File: src/core/bpc_defs.vh
// Purpose: Shared constants of the pattern control and error insertion block.
// Assumes: Included by bpc_top.v only.
// Notes:   Counter and capture bytes 3..0 sit at rising addresses; seed bytes 0..3 do.
`ifndef BPC_DEFS_VH
`define BPC_DEFS_VH

// ****************************************************************
// Register map
// ****************************************************************
`define BPC_ADDR_SEED_BASE 8'h00
`define BPC_ADDR_PLEN 8'h04
`define BPC_ADDR_PTAP 8'h05
`define BPC_ADDR_PCTL 8'h06
`define BPC_ADDR_EICTL 8'h07
`define BPC_ADDR_BCNT_BASE 8'h08
`define BPC_ADDR_ECNT_BASE 8'h0C
`define BPC_ADDR_CAP_BASE 8'h10
`define BPC_REG_RESET 8'h00

// ****************************************************************
// Field positions
// ****************************************************************
`define BPC_PC_LOAD 7
`define BPC_PC_ZSUP 6
`define BPC_PC_KIND 5
`define BPC_PC_LATCH 4
`define BPC_PC_CAPT 3
`define BPC_PC_ARDIS 2
`define BPC_PC_RESYNC 1
`define BPC_PC_LOOP 0
`define BPC_EI_TXINV 5
`define BPC_EI_RXINV 4
`define BPC_EI_SBE 3
`define BPC_EI_RATE_MSB 2
`define BPC_EI_RATE_LSB 0
`define BPC_EI_USED 8'h3F
`define BPC_LEN_USED 8'h1F

// ****************************************************************
// Error rate terminal counts (bits per inserted error, minus one)
// ****************************************************************
`define BPC_RATE1_LAST 24'd9
`define BPC_RATE2_LAST 24'd99
`define BPC_RATE3_LAST 24'd999
`define BPC_RATE4_LAST 24'd9999
`define BPC_RATE5_LAST 24'd99999
`define BPC_RATE6_LAST 24'd999999
`define BPC_RATE7_LAST 24'd9999999

// ****************************************************************
// Generator and synchroniser figures
// ****************************************************************
`define BPC_ZERO_RUN 4'd14
`define BPC_ZERO_SAT 4'hF
`define BPC_SYNC_GOOD_LAST 6'd31
`define BPC_ERR_STEP 6'd8
`define BPC_LOSS_LEVEL 6'd32
`define BPC_PIN_RESET 10'h1C0

`endif

File: src/core/bpc_fifo.v
// Purpose: Small synchronous FIFO between pattern generator and transmit pin.
// Assumes: One clock; flush empties it in one cycle.
// Notes:   Width and depth are parameters; depth must be a power of two.
`default_nettype none

module bpc_fifo #(
  parameter W = 1,
  parameter D = 8,
  parameter AW = 3
) (
  input wire clk,
  input wire rst_n,
  input wire flush,
  input wire in_valid,
  output wire in_ready,
  input wire [W-1:0] in_data,
  output wire out_valid,
  input wire out_ready,
  output wire [W-1:0] out_data
);
  reg [W-1:0] mem [0:D-1];
  reg [AW-1:0] wptr;
  reg [AW-1:0] rptr;
  reg [AW:0] count;
  wire push;
  wire pop;

  assign in_ready = (count != D[AW:0]);
  assign out_valid = (count != {(AW+1){1'b0}});
  assign out_data = mem[rptr];
  assign push = in_valid & in_ready;
  assign pop = out_valid & out_ready;

  always @(posedge clk) begin
    if (push) begin
      mem[wptr] <= in_data;
    end
  end

  always @(posedge clk or negedge rst_n) begin
    if (!rst_n) begin
      wptr <= {AW{1'b0}};
      rptr <= {AW{1'b0}};
      count <= {(AW+1){1'b0}};
    end else if (flush) begin
      wptr <= {AW{1'b0}};
      rptr <= {AW{1'b0}};
      count <= {(AW+1){1'b0}};
    end else begin
      if (push) begin
        wptr <= wptr + 1'b1;
      end
      if (pop) begin
        rptr <= rptr + 1'b1;
      end
      if (push & ~pop) begin
        count <= count + 1'b1;
      end else if (pop & ~push) begin
        count <= count - 1'b1;
      end
    end
  end
endmodule // bpc_fifo

`default_nettype wire

File: src/core/bpc_top.v
// Purpose: Pattern control, loopback, inversion and error insertion of a BER tester.
// Assumes: CLK well above TCLK and RCLK; all pins are synchronised here.
// Notes:   Multiplexed 8-bit bus with ALE, RD_N, WR_N and CS_N, all active as usual.
`default_nettype none
`include "bpc_defs.vh"

module bpc_top #(
  parameter FIFO_DEPTH = 8,
  parameter FIFO_AW = 3
) (
  input wire CLK,
  input wire RST_N,
  input wire [7:0] AD_IN,
  output reg [7:0] AD_OUT,
  output wire AD_OE,
  input wire ALE,
  input wire RD_N,
  input wire WR_N,
  input wire CS_N,
  input wire LOAD_PIN,
  input wire LATCH_PIN,
  input wire CAPTURE_PIN,
  input wire TCLK,
  input wire RCLK,
  input wire RDATA,
  output reg TDATA
);
  localparam I_ALE = 9;
  localparam I_RD = 8;
  localparam I_WR = 7;
  localparam I_CS = 6;
  localparam I_LOAD = 5;
  localparam I_LATCH = 4;
  localparam I_CAPT = 3;
  localparam I_TCLK = 2;
  localparam I_RCLK = 1;
  localparam I_RDATA = 0;
  localparam ST_HUNT = 2'b00;
  localparam ST_SYNC = 2'b01;
  localparam ST_LOST = 2'b10;

  // ****************************************************************
  // Pin synchronisers
  // ****************************************************************
  wire [9:0] pin_raw = {ALE, RD_N, WR_N, CS_N, LOAD_PIN, LATCH_PIN, CAPTURE_PIN,
                        TCLK, RCLK, RDATA};
  reg [9:0] pin_s1;
  reg [9:0] pin_s2;
  reg [9:0] pin_s3;
  reg [7:0] ad_s1;
  reg [7:0] ad_s2;

  always @(posedge CLK or negedge RST_N) begin
    if (!RST_N) begin
      pin_s1 <= `BPC_PIN_RESET;
      pin_s2 <= `BPC_PIN_RESET;
      pin_s3 <= `BPC_PIN_RESET;
      ad_s1 <= 8'h00;
      ad_s2 <= 8'h00;
    end else begin
      pin_s1 <= pin_raw;
      pin_s2 <= pin_s1;
      pin_s3 <= pin_s2;
      ad_s1 <= AD_IN;
      ad_s2 <= ad_s1;
    end
  end

  wire tclk_rise = pin_s2[I_TCLK] & ~pin_s3[I_TCLK];
  wire rclk_rise = pin_s2[I_RCLK] & ~pin_s3[I_RCLK];

  // ****************************************************************
  // Register port
  // ****************************************************************
  reg [7:0] addr;
  reg [7:0] seed [0:3];
  reg [7:0] plen;
  reg [7:0] ptap;
  reg [7:0] pctl;
  reg [7:0] eictl;
  reg [31:0] bcnt_reg;
  reg [31:0] ecnt_reg;
  reg [31:0] cap_reg;
  reg [7:0] rd_mux;
  integer k;

  // Both edges and data pass the same two stages, so data and strobe stay aligned
  wire ale_fall = pin_s3[I_ALE] & ~pin_s2[I_ALE];
  wire wr_rise = ~pin_s3[I_WR] & pin_s2[I_WR] & ~pin_s3[I_CS];
  assign AD_OE = ~pin_s2[I_RD] & ~pin_s2[I_CS];

  always @(posedge CLK or negedge RST_N) begin
    if (!RST_N) begin
      addr <= 8'h00;
      plen <= `BPC_REG_RESET;
      ptap <= `BPC_REG_RESET;
      pctl <= `BPC_REG_RESET;
      eictl <= `BPC_REG_RESET;
      for (k = 0; k < 4; k = k + 1) begin
        seed[k] <= `BPC_REG_RESET;
      end
    end else begin
      if (ale_fall) begin
        addr <= ad_s2;
      end
      if (wr_rise) begin
        case (addr)
          `BPC_ADDR_SEED_BASE, `BPC_ADDR_SEED_BASE + 8'h01,
          `BPC_ADDR_SEED_BASE + 8'h02, `BPC_ADDR_SEED_BASE + 8'h03: begin
            seed[addr[1:0]] <= ad_s2;
          end
          `BPC_ADDR_PLEN: plen <= ad_s2 & `BPC_LEN_USED;
          `BPC_ADDR_PTAP: ptap <= ad_s2 & `BPC_LEN_USED;
          `BPC_ADDR_PCTL: pctl <= ad_s2;
          `BPC_ADDR_EICTL: eictl <= ad_s2 & `BPC_EI_USED;
          default: ;
        endcase
      end
    end
  end

  // Lowest address of a counter or capture group holds its top byte
  function [7:0] pick;
    input [31:0] w;
    input [1:0] a;
    begin
      case (a)
        2'd0: pick = w[31:24];
        2'd1: pick = w[23:16];
        2'd2: pick = w[15:8];
        default: pick = w[7:0];
      endcase
    end
  endfunction

  always @* begin
    case ({2'b00, addr[7:2]})
      `BPC_ADDR_SEED_BASE >> 2: rd_mux = seed[addr[1:0]];
      `BPC_ADDR_PLEN >> 2: begin
        case (addr[1:0])
          2'd0: rd_mux = plen;
          2'd1: rd_mux = ptap;
          2'd2: rd_mux = pctl;
          default: rd_mux = eictl;
        endcase
      end
      `BPC_ADDR_BCNT_BASE >> 2: rd_mux = pick(bcnt_reg, addr[1:0]);
      `BPC_ADDR_ECNT_BASE >> 2: rd_mux = pick(ecnt_reg, addr[1:0]);
      `BPC_ADDR_CAP_BASE >> 2: rd_mux = pick(cap_reg, addr[1:0]);
      default: rd_mux = 8'h00;
    endcase
  end

  always @(posedge CLK or negedge RST_N) begin
    if (!RST_N) begin
      AD_OUT <= 8'h00;
    end else begin
      AD_OUT <= rd_mux;
    end
  end

  // ****************************************************************
  // Strobes: register bit OR pin (resync and single error: bit only), rising edge in the CLK domain
  // ****************************************************************
  wire [4:0] stb_lvl = {pctl[`BPC_PC_LOAD] | pin_s2[I_LOAD],
                        pctl[`BPC_PC_LATCH] | pin_s2[I_LATCH],
                        pctl[`BPC_PC_CAPT] | pin_s2[I_CAPT],
                        pctl[`BPC_PC_RESYNC], eictl[`BPC_EI_SBE]};
  reg [4:0] stb_prev;
  wire [4:0] stb_rise = stb_lvl & ~stb_prev;
  wire load_rise = stb_rise[4];
  wire latch_rise = stb_rise[3];
  wire capt_rise = stb_rise[2];
  wire resync_rise = stb_rise[1];
  wire sbe_rise = stb_rise[0];

  always @(posedge CLK or negedge RST_N) begin
    if (!RST_N) begin
      stb_prev <= 5'h00;
    end else begin
      stb_prev <= stb_lvl;
    end
  end

  // ****************************************************************
  // Pattern generator feeding the transmit FIFO
  // ****************************************************************
  wire zsup = pctl[`BPC_PC_ZSUP];
  wire kind_prbs = pctl[`BPC_PC_KIND];
  reg [31:0] gen;
  reg [3:0] zrun;
  wire gen_fb = kind_prbs ? (gen[plen[4:0]] ^ gen[ptap[4:0]]) : gen[plen[4:0]];
  wire gen_bit = gen_fb | (zsup & (zrun == `BPC_ZERO_RUN));
  wire fifo_in_ready;
  wire fifo_out_valid;
  wire fifo_out_data;
  // A new load flushes stale bits so the fresh pattern leaves within one bit
  wire gen_step = fifo_in_ready & ~load_rise;

  always @(posedge CLK or negedge RST_N) begin
    if (!RST_N) begin
      gen <= 32'h00000000;
      zrun <= 4'h0;
    end else if (load_rise) begin
      gen <= {seed[3], seed[2], seed[1], seed[0]};
      zrun <= 4'h0;
    end else if (gen_step) begin
      gen <= {gen[30:0], gen_fb};
      if (gen_bit) begin
        zrun <= 4'h0;
      end else if (zrun != `BPC_ZERO_SAT) begin
        zrun <= zrun + 4'h1;
      end
    end
  end

  bpc_fifo #(
    .W(1),
    .D(FIFO_DEPTH),
    .AW(FIFO_AW)
  ) u_fifo (
    .clk(CLK),
    .rst_n(RST_N),
    .flush(load_rise),
    .in_valid(~load_rise),
    .in_ready(fifo_in_ready),
    .in_data(gen_bit),
    .out_valid(fifo_out_valid),
    .out_ready(tclk_rise),
    .out_data(fifo_out_data)
  );

  // ****************************************************************
  // Error insertion and transmit pin
  // ****************************************************************
  wire [2:0] rate_code = eictl[`BPC_EI_RATE_MSB:`BPC_EI_RATE_LSB];
  reg [23:0] rate_last;
  reg [23:0] rate_cnt;
  reg sbe_pend;
  wire tx_take = tclk_rise & fifo_out_valid;

  always @* begin
    case (rate_code)
      3'd1: rate_last = `BPC_RATE1_LAST;
      3'd2: rate_last = `BPC_RATE2_LAST;
      3'd3: rate_last = `BPC_RATE3_LAST;
      3'd4: rate_last = `BPC_RATE4_LAST;
      3'd5: rate_last = `BPC_RATE5_LAST;
      3'd6: rate_last = `BPC_RATE6_LAST;
      default: rate_last = `BPC_RATE7_LAST;
    endcase
  end

  wire rate_hit = (rate_code != 3'd0) & (rate_cnt == rate_last);
  wire err_now = sbe_pend | rate_hit;
  wire tx_bit = fifo_out_data ^ eictl[`BPC_EI_TXINV] ^ err_now;

  always @(posedge CLK or negedge RST_N) begin
    if (!RST_N) begin
      rate_cnt <= 24'h000000;
      sbe_pend <= 1'b0;
      TDATA <= 1'b0;
    end else begin
      if (rate_code == 3'd0) begin
        rate_cnt <= 24'h000000;
      end else if (tx_take) begin
        rate_cnt <= rate_hit ? 24'h000000 : rate_cnt + 24'h000001;
      end
      // A new strobe wins over consumption of the previous one
      if (sbe_rise) begin
        sbe_pend <= 1'b1;
      end else if (tx_take) begin
        sbe_pend <= 1'b0;
      end
      if (tx_take) begin
        TDATA <= tx_bit;
      end
    end
  end

  // ****************************************************************
  // Receive path, synchroniser and counters
  // ****************************************************************
  wire loop = pctl[`BPC_PC_LOOP];
  wire rx_take = loop ? tx_take : rclk_rise;
  wire rx_raw = loop ? tx_bit : pin_s2[I_RDATA];
  wire rx_bit = rx_raw ^ eictl[`BPC_EI_RXINV];
  reg [31:0] rsh;
  reg [1:0] state;
  reg [5:0] good;
  reg [5:0] score;
  reg [31:0] bcnt_int;
  reg [31:0] ecnt_int;
  wire rx_expect = kind_prbs ? (rsh[plen[4:0]] ^ rsh[ptap[4:0]]) : rsh[plen[4:0]];
  wire rx_err = rx_bit ^ rx_expect;
  wire cnt_on = rx_take & (state == ST_SYNC);
  wire lose = rx_err & ((score + `BPC_ERR_STEP) >= `BPC_LOSS_LEVEL);

  always @(posedge CLK or negedge RST_N) begin
    if (!RST_N) begin
      rsh <= 32'h00000000;
      state <= ST_HUNT;
      good <= 6'd0;
      score <= 6'd0;
    end else begin
      if (rx_take) begin
        rsh <= {rsh[30:0], rx_bit};
      end
      if (resync_rise) begin
        state <= ST_HUNT;
        good <= 6'd0;
        score <= 6'd0;
      end else if (rx_take) begin
        case (state)
          ST_HUNT: begin
            if (rx_err) begin
              good <= 6'd0;
            end else if (good == `BPC_SYNC_GOOD_LAST) begin
              state <= ST_SYNC;
              score <= 6'd0;
            end else begin
              good <= good + 6'd1;
            end
          end
          ST_SYNC: begin
            if (lose) begin
              state <= pctl[`BPC_PC_ARDIS] ? ST_LOST : ST_HUNT;
              good <= 6'd0;
            end else if (rx_err) begin
              score <= score + `BPC_ERR_STEP;
            end else if (score != 6'd0) begin
              score <= score - 6'd1;
            end
          end
          ST_LOST: state <= ST_LOST;
          default: state <= ST_HUNT;
        endcase
      end
    end
  end

  // Latch edge and a same-cycle bit both survive: the bit starts the new count
  always @(posedge CLK or negedge RST_N) begin
    if (!RST_N) begin
      bcnt_int <= 32'h00000000;
      ecnt_int <= 32'h00000000;
      bcnt_reg <= 32'h00000000;
      ecnt_reg <= 32'h00000000;
      cap_reg <= 32'h00000000;
    end else begin
      if (latch_rise) begin
        bcnt_reg <= bcnt_int;
        ecnt_reg <= ecnt_int;
        bcnt_int <= {31'h00000000, cnt_on};
        ecnt_int <= {31'h00000000, cnt_on & rx_err};
      end else begin
        if (cnt_on) begin
          bcnt_int <= bcnt_int + 32'h00000001;
        end
        if (cnt_on & rx_err) begin
          ecnt_int <= ecnt_int + 32'h00000001;
        end
      end
      if (capt_rise) begin
        cap_reg <= rsh;
      end
    end
  end
endmodule // bpc_top

`default_nettype wire

File: config.mk
export PLATFORM = sky130hd
export DESIGN_NAME = bpc_top
export DESIGN_NICKNAME = d
export VERILOG_FILES = /design/src/core/bpc_fifo.v /design/src/core/bpc_top.v
export VERILOG_INCLUDE_DIRS = /design/src /design/src/core
export SDC_FILE = /design/constraint.sdc
export NUM_CORES = 1
export LEC_CHECK = 0
export ABC_AREA = 1
export BUFFER_PORTS_ARGS = -buffer_cell sky130_fd_sc_hd__buf_2
export CAP_MARGIN = 20
export CORE_AREA = 2 2 216 218
export DETAILED_ROUTE_END_ITERATION = 12
export DIE_AREA = 0 0 218 220
export SYNTH_ARGS = -nofsm -noshare
export SYNTH_HDL_FRONTEND = slang
export SYNTH_SLANG_ARGS = --single-unit
File: constraint.sdc
create_clock -name CLK -period 2.6 [get_ports CLK]
set_input_delay 0.52 -clock CLK [delete_from_list [all_inputs] [get_ports CLK]]
set_output_delay 0.52 -clock CLK [all_outputs]
set_load 0.01 [all_outputs]
Yosys cells after proc, flatten, opt, wreduce, memory -nomap -nowiden
Memories as Yosys holds them, arrays and structs flattened.
Index checks and enable logic that the tools add are counted.
- input bits: 20
- memories kept: 1
- logic and storage cells: 219
- bits in writable memories: 8
- register bits: 401
- bits in read-only memories: 0
- latch bits: 0
- output and inout bits: 10
- reductions and logical operators: 29
- multipliers: 0
- muxes and demuxes: 69
- add/subtract/negate cells: 11
- magnitude comparators: 5
- bitwise logic cells: 39
- shift operators: 0
- equal/unequal tests: 32
- divide/modulo/power cells: 0
- memory list (memory ; words ; width ; read ports ; clocked after Yosys merged registers in ; wr ports ; line ; RTL):
    u_fifo.mem ; 8 ; 1 ; 1 ; 0 ; 1 ; bpc_fifo.v:21 ; reg [W-1:0] mem [0:D-1];
- operators by type and width (kind ; count):
    two-way mux 32 bit ; 6
    case mux 24 bit (6 select lines) ; 1
    case mux 8 bit (3 select lines) ; 4
    two-way mux 24 bit ; 3
    two-way mux 6 bit ; 12
    adder 32 x 1 -> 32 bit (second input constant) ; 2
    case mux 8 bit (5 select lines) ; 1
    bitwise mux 32 bit ; 1
    == test 8 x 3 -> 1 bit (second input constant) ; 4
    two-way mux 4 bit ; 7
    adder 24 x 1 -> 24 bit (second input constant) ; 1
    == test 24 bit ; 1
    two-way mux 8 bit ; 3
    case mux 6 bit (2 select lines) ; 2
    binary-select mux 1 bit (select 5 bit) ; 4
    binary-select mux 8 bit (select 2 bit) ; 1
    demux 8 bit (select 2 bit) ; 1
    == test 8 x 2 -> 1 bit (second input constant) ; 2
    AND 1 bit ; 15
    nonzero test 2 bit ; 7
    == test 6 x 2 -> 1 bit (second input constant) ; 2
    < comparator 5 x 6 -> 1 bit (second input constant) ; 2
    two-way mux 1 bit ; 12
    two-way mux 2 bit ; 6
    other kinds (42) ; 85

Logic depth before layout (Yosys ltp)
- depth after elaboration: 14
- mapped depth: 26
- depth with buffers taken out: 24

By module
From an unflattened synthesis, not the netlist that was laid out.
- cells, all modules: 2457
- area total of the unflattened synthesis: 20055.5 um^2
- by module, submodules not included (module ; times used ; cells an instance ; area an instance (um^2)):
    bpc_top ; 1 ; 2343 ; 19008.2
    bpc_fifo ; 1 ; 114 ; 1047.3

Worst setup path before layout
OpenSTA, ideal clock, no wires.
- path kind: register to register
- start: register eictl[0]
- end: register good[2]
- library setup time: 0.118 ns
- stages on the path, launching flop included: 23
- slack: 0.258 ns
- path buffers: 2
- arrival: 2.225 ns
- cell sequence: dfrtp_1 buf_6 nor2_4 nand2_2 nand2_4 nand2_4 nand2_1 nand2_1 inv_1 nand2_1 nor2_1 nand2_1 nand3_1 nand3_2 nand2_1 nand2_1 nand3_2 nand2_4 o21ai_2 nand3_2 buf_6 nand2_1 o21ai_2
- longest elaborated chain between the ends: 13
- elaborated cells between the ends (all ways): 23
- those cells by class: eq/ne (9); mux (6); bitwise (6); reduce/logical (2)
- ends and longest elaborated chain (element ; line ; RTL):
    from (decl) ; bpc_top.v:80 ; reg [7:0] eictl;
    from (signal assigned) ; bpc_top.v:98 ; eictl <= `BPC_REG_RESET;
    from (signal assigned) ; bpc_top.v:115 ; `BPC_ADDR_EICTL: eictl <= ad_s2 & `BPC_EI_USED;
    == test 3 bit (tied with other cells) ; bpc_top.v:243 ; case (rate_code)
    case mux 24 bit (6 select lines) ; bpc_top.v:243 ;
    == test 24 bit ; bpc_top.v:254 ; wire rate_hit = (rate_code != 3'd0) & (rate_cnt == rate_last);
    AND 1 bit * ; bpc_top.v:254 ;
    OR 1 bit * ; bpc_top.v:255 ; wire err_now = sbe_pend | rate_hit;
    XOR 1 bit * ; bpc_top.v:256 ; wire tx_bit = fifo_out_data ^ eictl[`BPC_EI_TXINV] ^ err_now;
    two-way mux 1 bit * ; bpc_top.v:286 ; wire rx_raw = loop ? tx_bit : pin_s2[I_RDATA];
    XOR 1 bit * ; bpc_top.v:287 ; wire rx_bit = rx_raw ^ eictl[`BPC_EI_RXINV];
    XOR 1 bit * ; bpc_top.v:295 ; wire rx_err = rx_bit ^ rx_expect;
    two-way mux 6 bit ; bpc_top.v:316 ; if (rx_err) begin
    case mux 6 bit (2 select lines) ; bpc_top.v:314 ; case (state)
    two-way mux 6 bit ; bpc_top.v:313 ; end else if (rx_take) begin
    two-way mux 6 bit ; bpc_top.v:309 ; if (resync_rise) begin
    to (signal assigned) ; bpc_top.v:322 ; good <= good + 6'd1;
    to (decl) ; bpc_top.v:290 ; reg [5:0] good;
Mark *: on every way between the ends. The rest lies on a longest branch, timed or not. The select of a mux whose other input is x is not followed.
A chain may end at the register's enable or synchronous reset.

Worst setup path in the final report
- start: register eictl[0]
- end: register good[3]
The elaborated chain is that of the path after synthesis.

==> results.txt <==
Core Footprint = 45860 um2
crit path launch = eictl[0]$_DFFE_PN0P_
area leader, netlist = dfrtp_1
ANT cells = 0
PortBufs = 29
Syn Area/Cell = 8.110 um2
Num CTS Buffers = 47
DR vias = 17890
setup TNS = -3.275 ns
CTS H-tree depth = 2
crit path to = good[3]$_DFFE_PN0P_
Static Leakage = 0.01076 uW
HPWL after DPL = 42280 um
CP Depth = 21
share of Yosys cell area claimed by the top area cell type = 48.00%
Mapped Cells = 2494
largest stage delay on the critical path = 0.48 ns
Mapped Area = 20230 um2
area grow syn2layout = 21.14%
Initial Util = 44.10%
maximum vdd drop = 0.0005633 V
WL/cell = 17.96 um
flop2flop setup slack = -0.11 ns
GRT Util Overall = 25.15%
Net Count, Synth = 2529
reg2reg end = good[3]$_DFFE_PN0P_
Max stage delay cell, worst path = dfrtp_2
Arr. time, crit path = 3.21 ns
register area share after synthesis = 50.23%
pin count of the biggest net entering global routing = 67
via/cell ratio = 5.417
initial drt markers = 1789
fin nets = 2692
Hold Crit Start = AD_IN[4]
Total Wirelength = 59310 um
#FFs+latches synth = 404
gp weighted congestion = 0.9153
Rows = 79
full die area = 47960 um2
io pins = 30
vias in the first global route = 17340
most common cell after layout, fill and taps aside = nand2_1
Post-synth EDFFs = 8
chip height = 220 um
Setup violations, final = 46
Clock Pin Slew Worst Setup and Hold Paths = 0.06 ns
cell family with most CP delay = simple AND/OR/NAND/NOR gates
Slew @ Worst Pin = 0.6849 ns
Setup Skew = 0.02083 ns
post-synthesis cell type count = 58
Multi-input gate area = 9245 um2
startpoint type of the worst setup path = flop
failing checks = negative setup slack
max-slew headroom at the worst pin = 54.17%
clk_lat worst skew = 0.58 ns
Buf/Inv on CP = 5
Reg-to-Reg Start = eictl[0]$_DFFE_PN0P_
Synth area leaders = dfrtp_1 (48%), nand2_1 (12%), o21ai_0 (8.0%), inv_1 (4.1%), nand3_1 (3.4%)
unrepaired setup endpoints after global routing = true
PnR worst setup slack = -0.1138 ns
DRC viols = 0
most frequent cells in the layout = nand2_1 (633), dfrtp_1 (384), o21ai_0 (313)
initial antenna violation count = 1
root buffer cell = clkbuf_16
min Tclk post-route = 2.714 ns
CTS tree = yes
Max FO, Critical Path = 7
Async SR Flop Fraction = 98.02%
# clock sinks = 404
die width = 218 um
Fmax = 368.5 MHz
worst path cell trace = inv_4, buf_4, nand3_4, inv_2, nand2_1, nand3_1, nor2_2, nand2_1, nor2_2, nand2_2, nand2_1, nand2_2, nand3_4, nand3_2, nand3_2, nand2_4, buf_12, o21ai_4, nand3_4, buf_6, o21ai_2
Synth Warn # = 0
worst min-delay path class = in -> reg
CP required = 3.09 ns
PwrDens = 733.3 nW/um2
Synth Flop Type = dfrtp_1
layout cells sized above 1 = 16.62%
final number of hold-violating endpoints = 0
Max Cap Viol = 0
Routed Antenna Nets = 0
CP Class = reg -> reg
fill count = 4324
fin. max-slew vios = 0
first-pass GRT wire length = 95390 um
minimum hold slack = 0.04182 ns
Final period util = 104.4%
Reg area = 10160 um2
aggregate global routing overflow = 0
worst reg-to-reg path cell count = 21
Worst setup EP type = flop
clock buffer depth = 3
outcome = finished with violations
drt pass-1 iters = 5
## through the flow
stage / worst slack [ns] / total power [uW] / utilization [%] / instance area [um2] / cells
after global placement: -0.2264 / 10780 / 48.15 / 22080 / 3192
after global routing: -0.3342 / 18910 / 53.42 / 24500 / 3302
after CTS: -0.1704 / 17920 / 52.14 / 23920 / 3287
final: -0.1138 / 17970 / 53.42 / 24500 / 3302
after detailed placement: -0.3364 / 10870 / 48.15 / 22080 / 3192
after floorplan: 0.2577 / 9587 / - / 20230 / 2494
## synthesized netlist by cell type, drive strengths merged (4+ instances only)
| cell type | number |
|---|---|
| nor2 | 171 |
| ha | 14 |
| o211ai | 34 |
| nand2 | 669 |
| a22oi | 16 |
| inv | 229 |
| nand3 | 146 |
| nand4 | 39 |
| dfstp | 8 |
| a21oi | 78 |
| o21ai | 363 |
| a31oi | 5 |
| o32ai | 8 |
| dfrtp | 388 |
| nor3 | 51 |
| a211oi | 8 |
| edfxtp | 8 |
| or2 | 5 |
| clkbuf | 73 |
| o31ai | 12 |
| xor2 | 42 |
| or3 | 4 |
| buf | 29 |
| a221oi | 10 |
| nor4 | 29 |
| o221ai | 12 |
| xnor2 | 8 |
| o22ai | 15 |
## timing repair
item,4_1_cts,5_1_grt
gates resized for setup,41,112
pin swaps,8,43
gates cloned,2,3
hold endpoints to repair,54,0
hold buffers,1,0
setup endpoints to repair,51,66
setup buffers,5,13
## where the power goes
group | internal [uW] | leakage (uW) | switching (uW)
Sequential | 6970 | 0.00539 | 548
Combinational | 1370 | 0.00457 | 2240
Clock | 4130 | 0.000800 | 2720
Total | 12500 | 0.0108 | 5510
## final cells by class
| class | count | area share (%) |
|---|---|---|
| Tap cell | 607 | 3.100 |
| Sequential cell | 404 | 41.48 |
| Clock inverter | 24 | 1.108 |
| Inverter | 232 | 3.626 |
| Timing Repair Buffer | 214 | 7.486 |
| Clock buffer | 63 | 5.464 |
| Multi-Input combinational cell | 1758 | 37.73 |
## metal layers
metal	vias to the layer above	wire length (um)	global-route usage, %	part of all wire [%]
li1	8689	-	-	-
met1	8580	26940	35.29	45
met2	513	27500	40.21	46
met3	102	3271	3.741	5.5
met4	2	1589	7.891	2.7
met5	-	10	0	0.017
## cells by family after synthesis
kind of cell | synth area share (%)
simple gates | 23.80
compound gates | 16.13
flops | 50.23
buf+inv | 6.705
xor+xnor | 2.165
fa+ha+maj | 0.9650
## how the worst min path moves through the flow
stage	slack, ns	endpoint	cells after the start
after global routing	0.02	ad_s1[2]$_DFF_PN0_	1
after floorplan	0.22	AD_OUT[0]$_DFF_PN0_	0
final	0.04	ad_s1[4]$_DFF_PN0_	1
after CTS	0.007	pin_s1[0]$_DFF_PN0_	1
after global placement	0.33	ad_s2[3]$_DFF_PN0_	0
after detailed placement	0.33	pin_s2[2]$_DFF_PN0_	0
## worst reg2reg max path, stage by stage, from the launching register on
cell	delay [ns]
dfrtp_2	0.48
inv_4	0.07
buf_4	0.14
nand3_4	0.08
inv_2	0.05
nand2_1	0.06
nand3_1	0.07
nor2_2	0.12
nand2_1	0.09
nor2_2	0.10
nand2_2	0.10
nand2_1	0.09
nand2_2	0.07
nand3_4	0.11
nand3_2	0.09
nand3_2	0.10
nand2_4	0.08
buf_12	0.14
o21ai_4	0.19
nand3_4	0.13
buf_6	0.17
o21ai_2	0.11
Note: power is estimated with default switching activity, not from simulation.
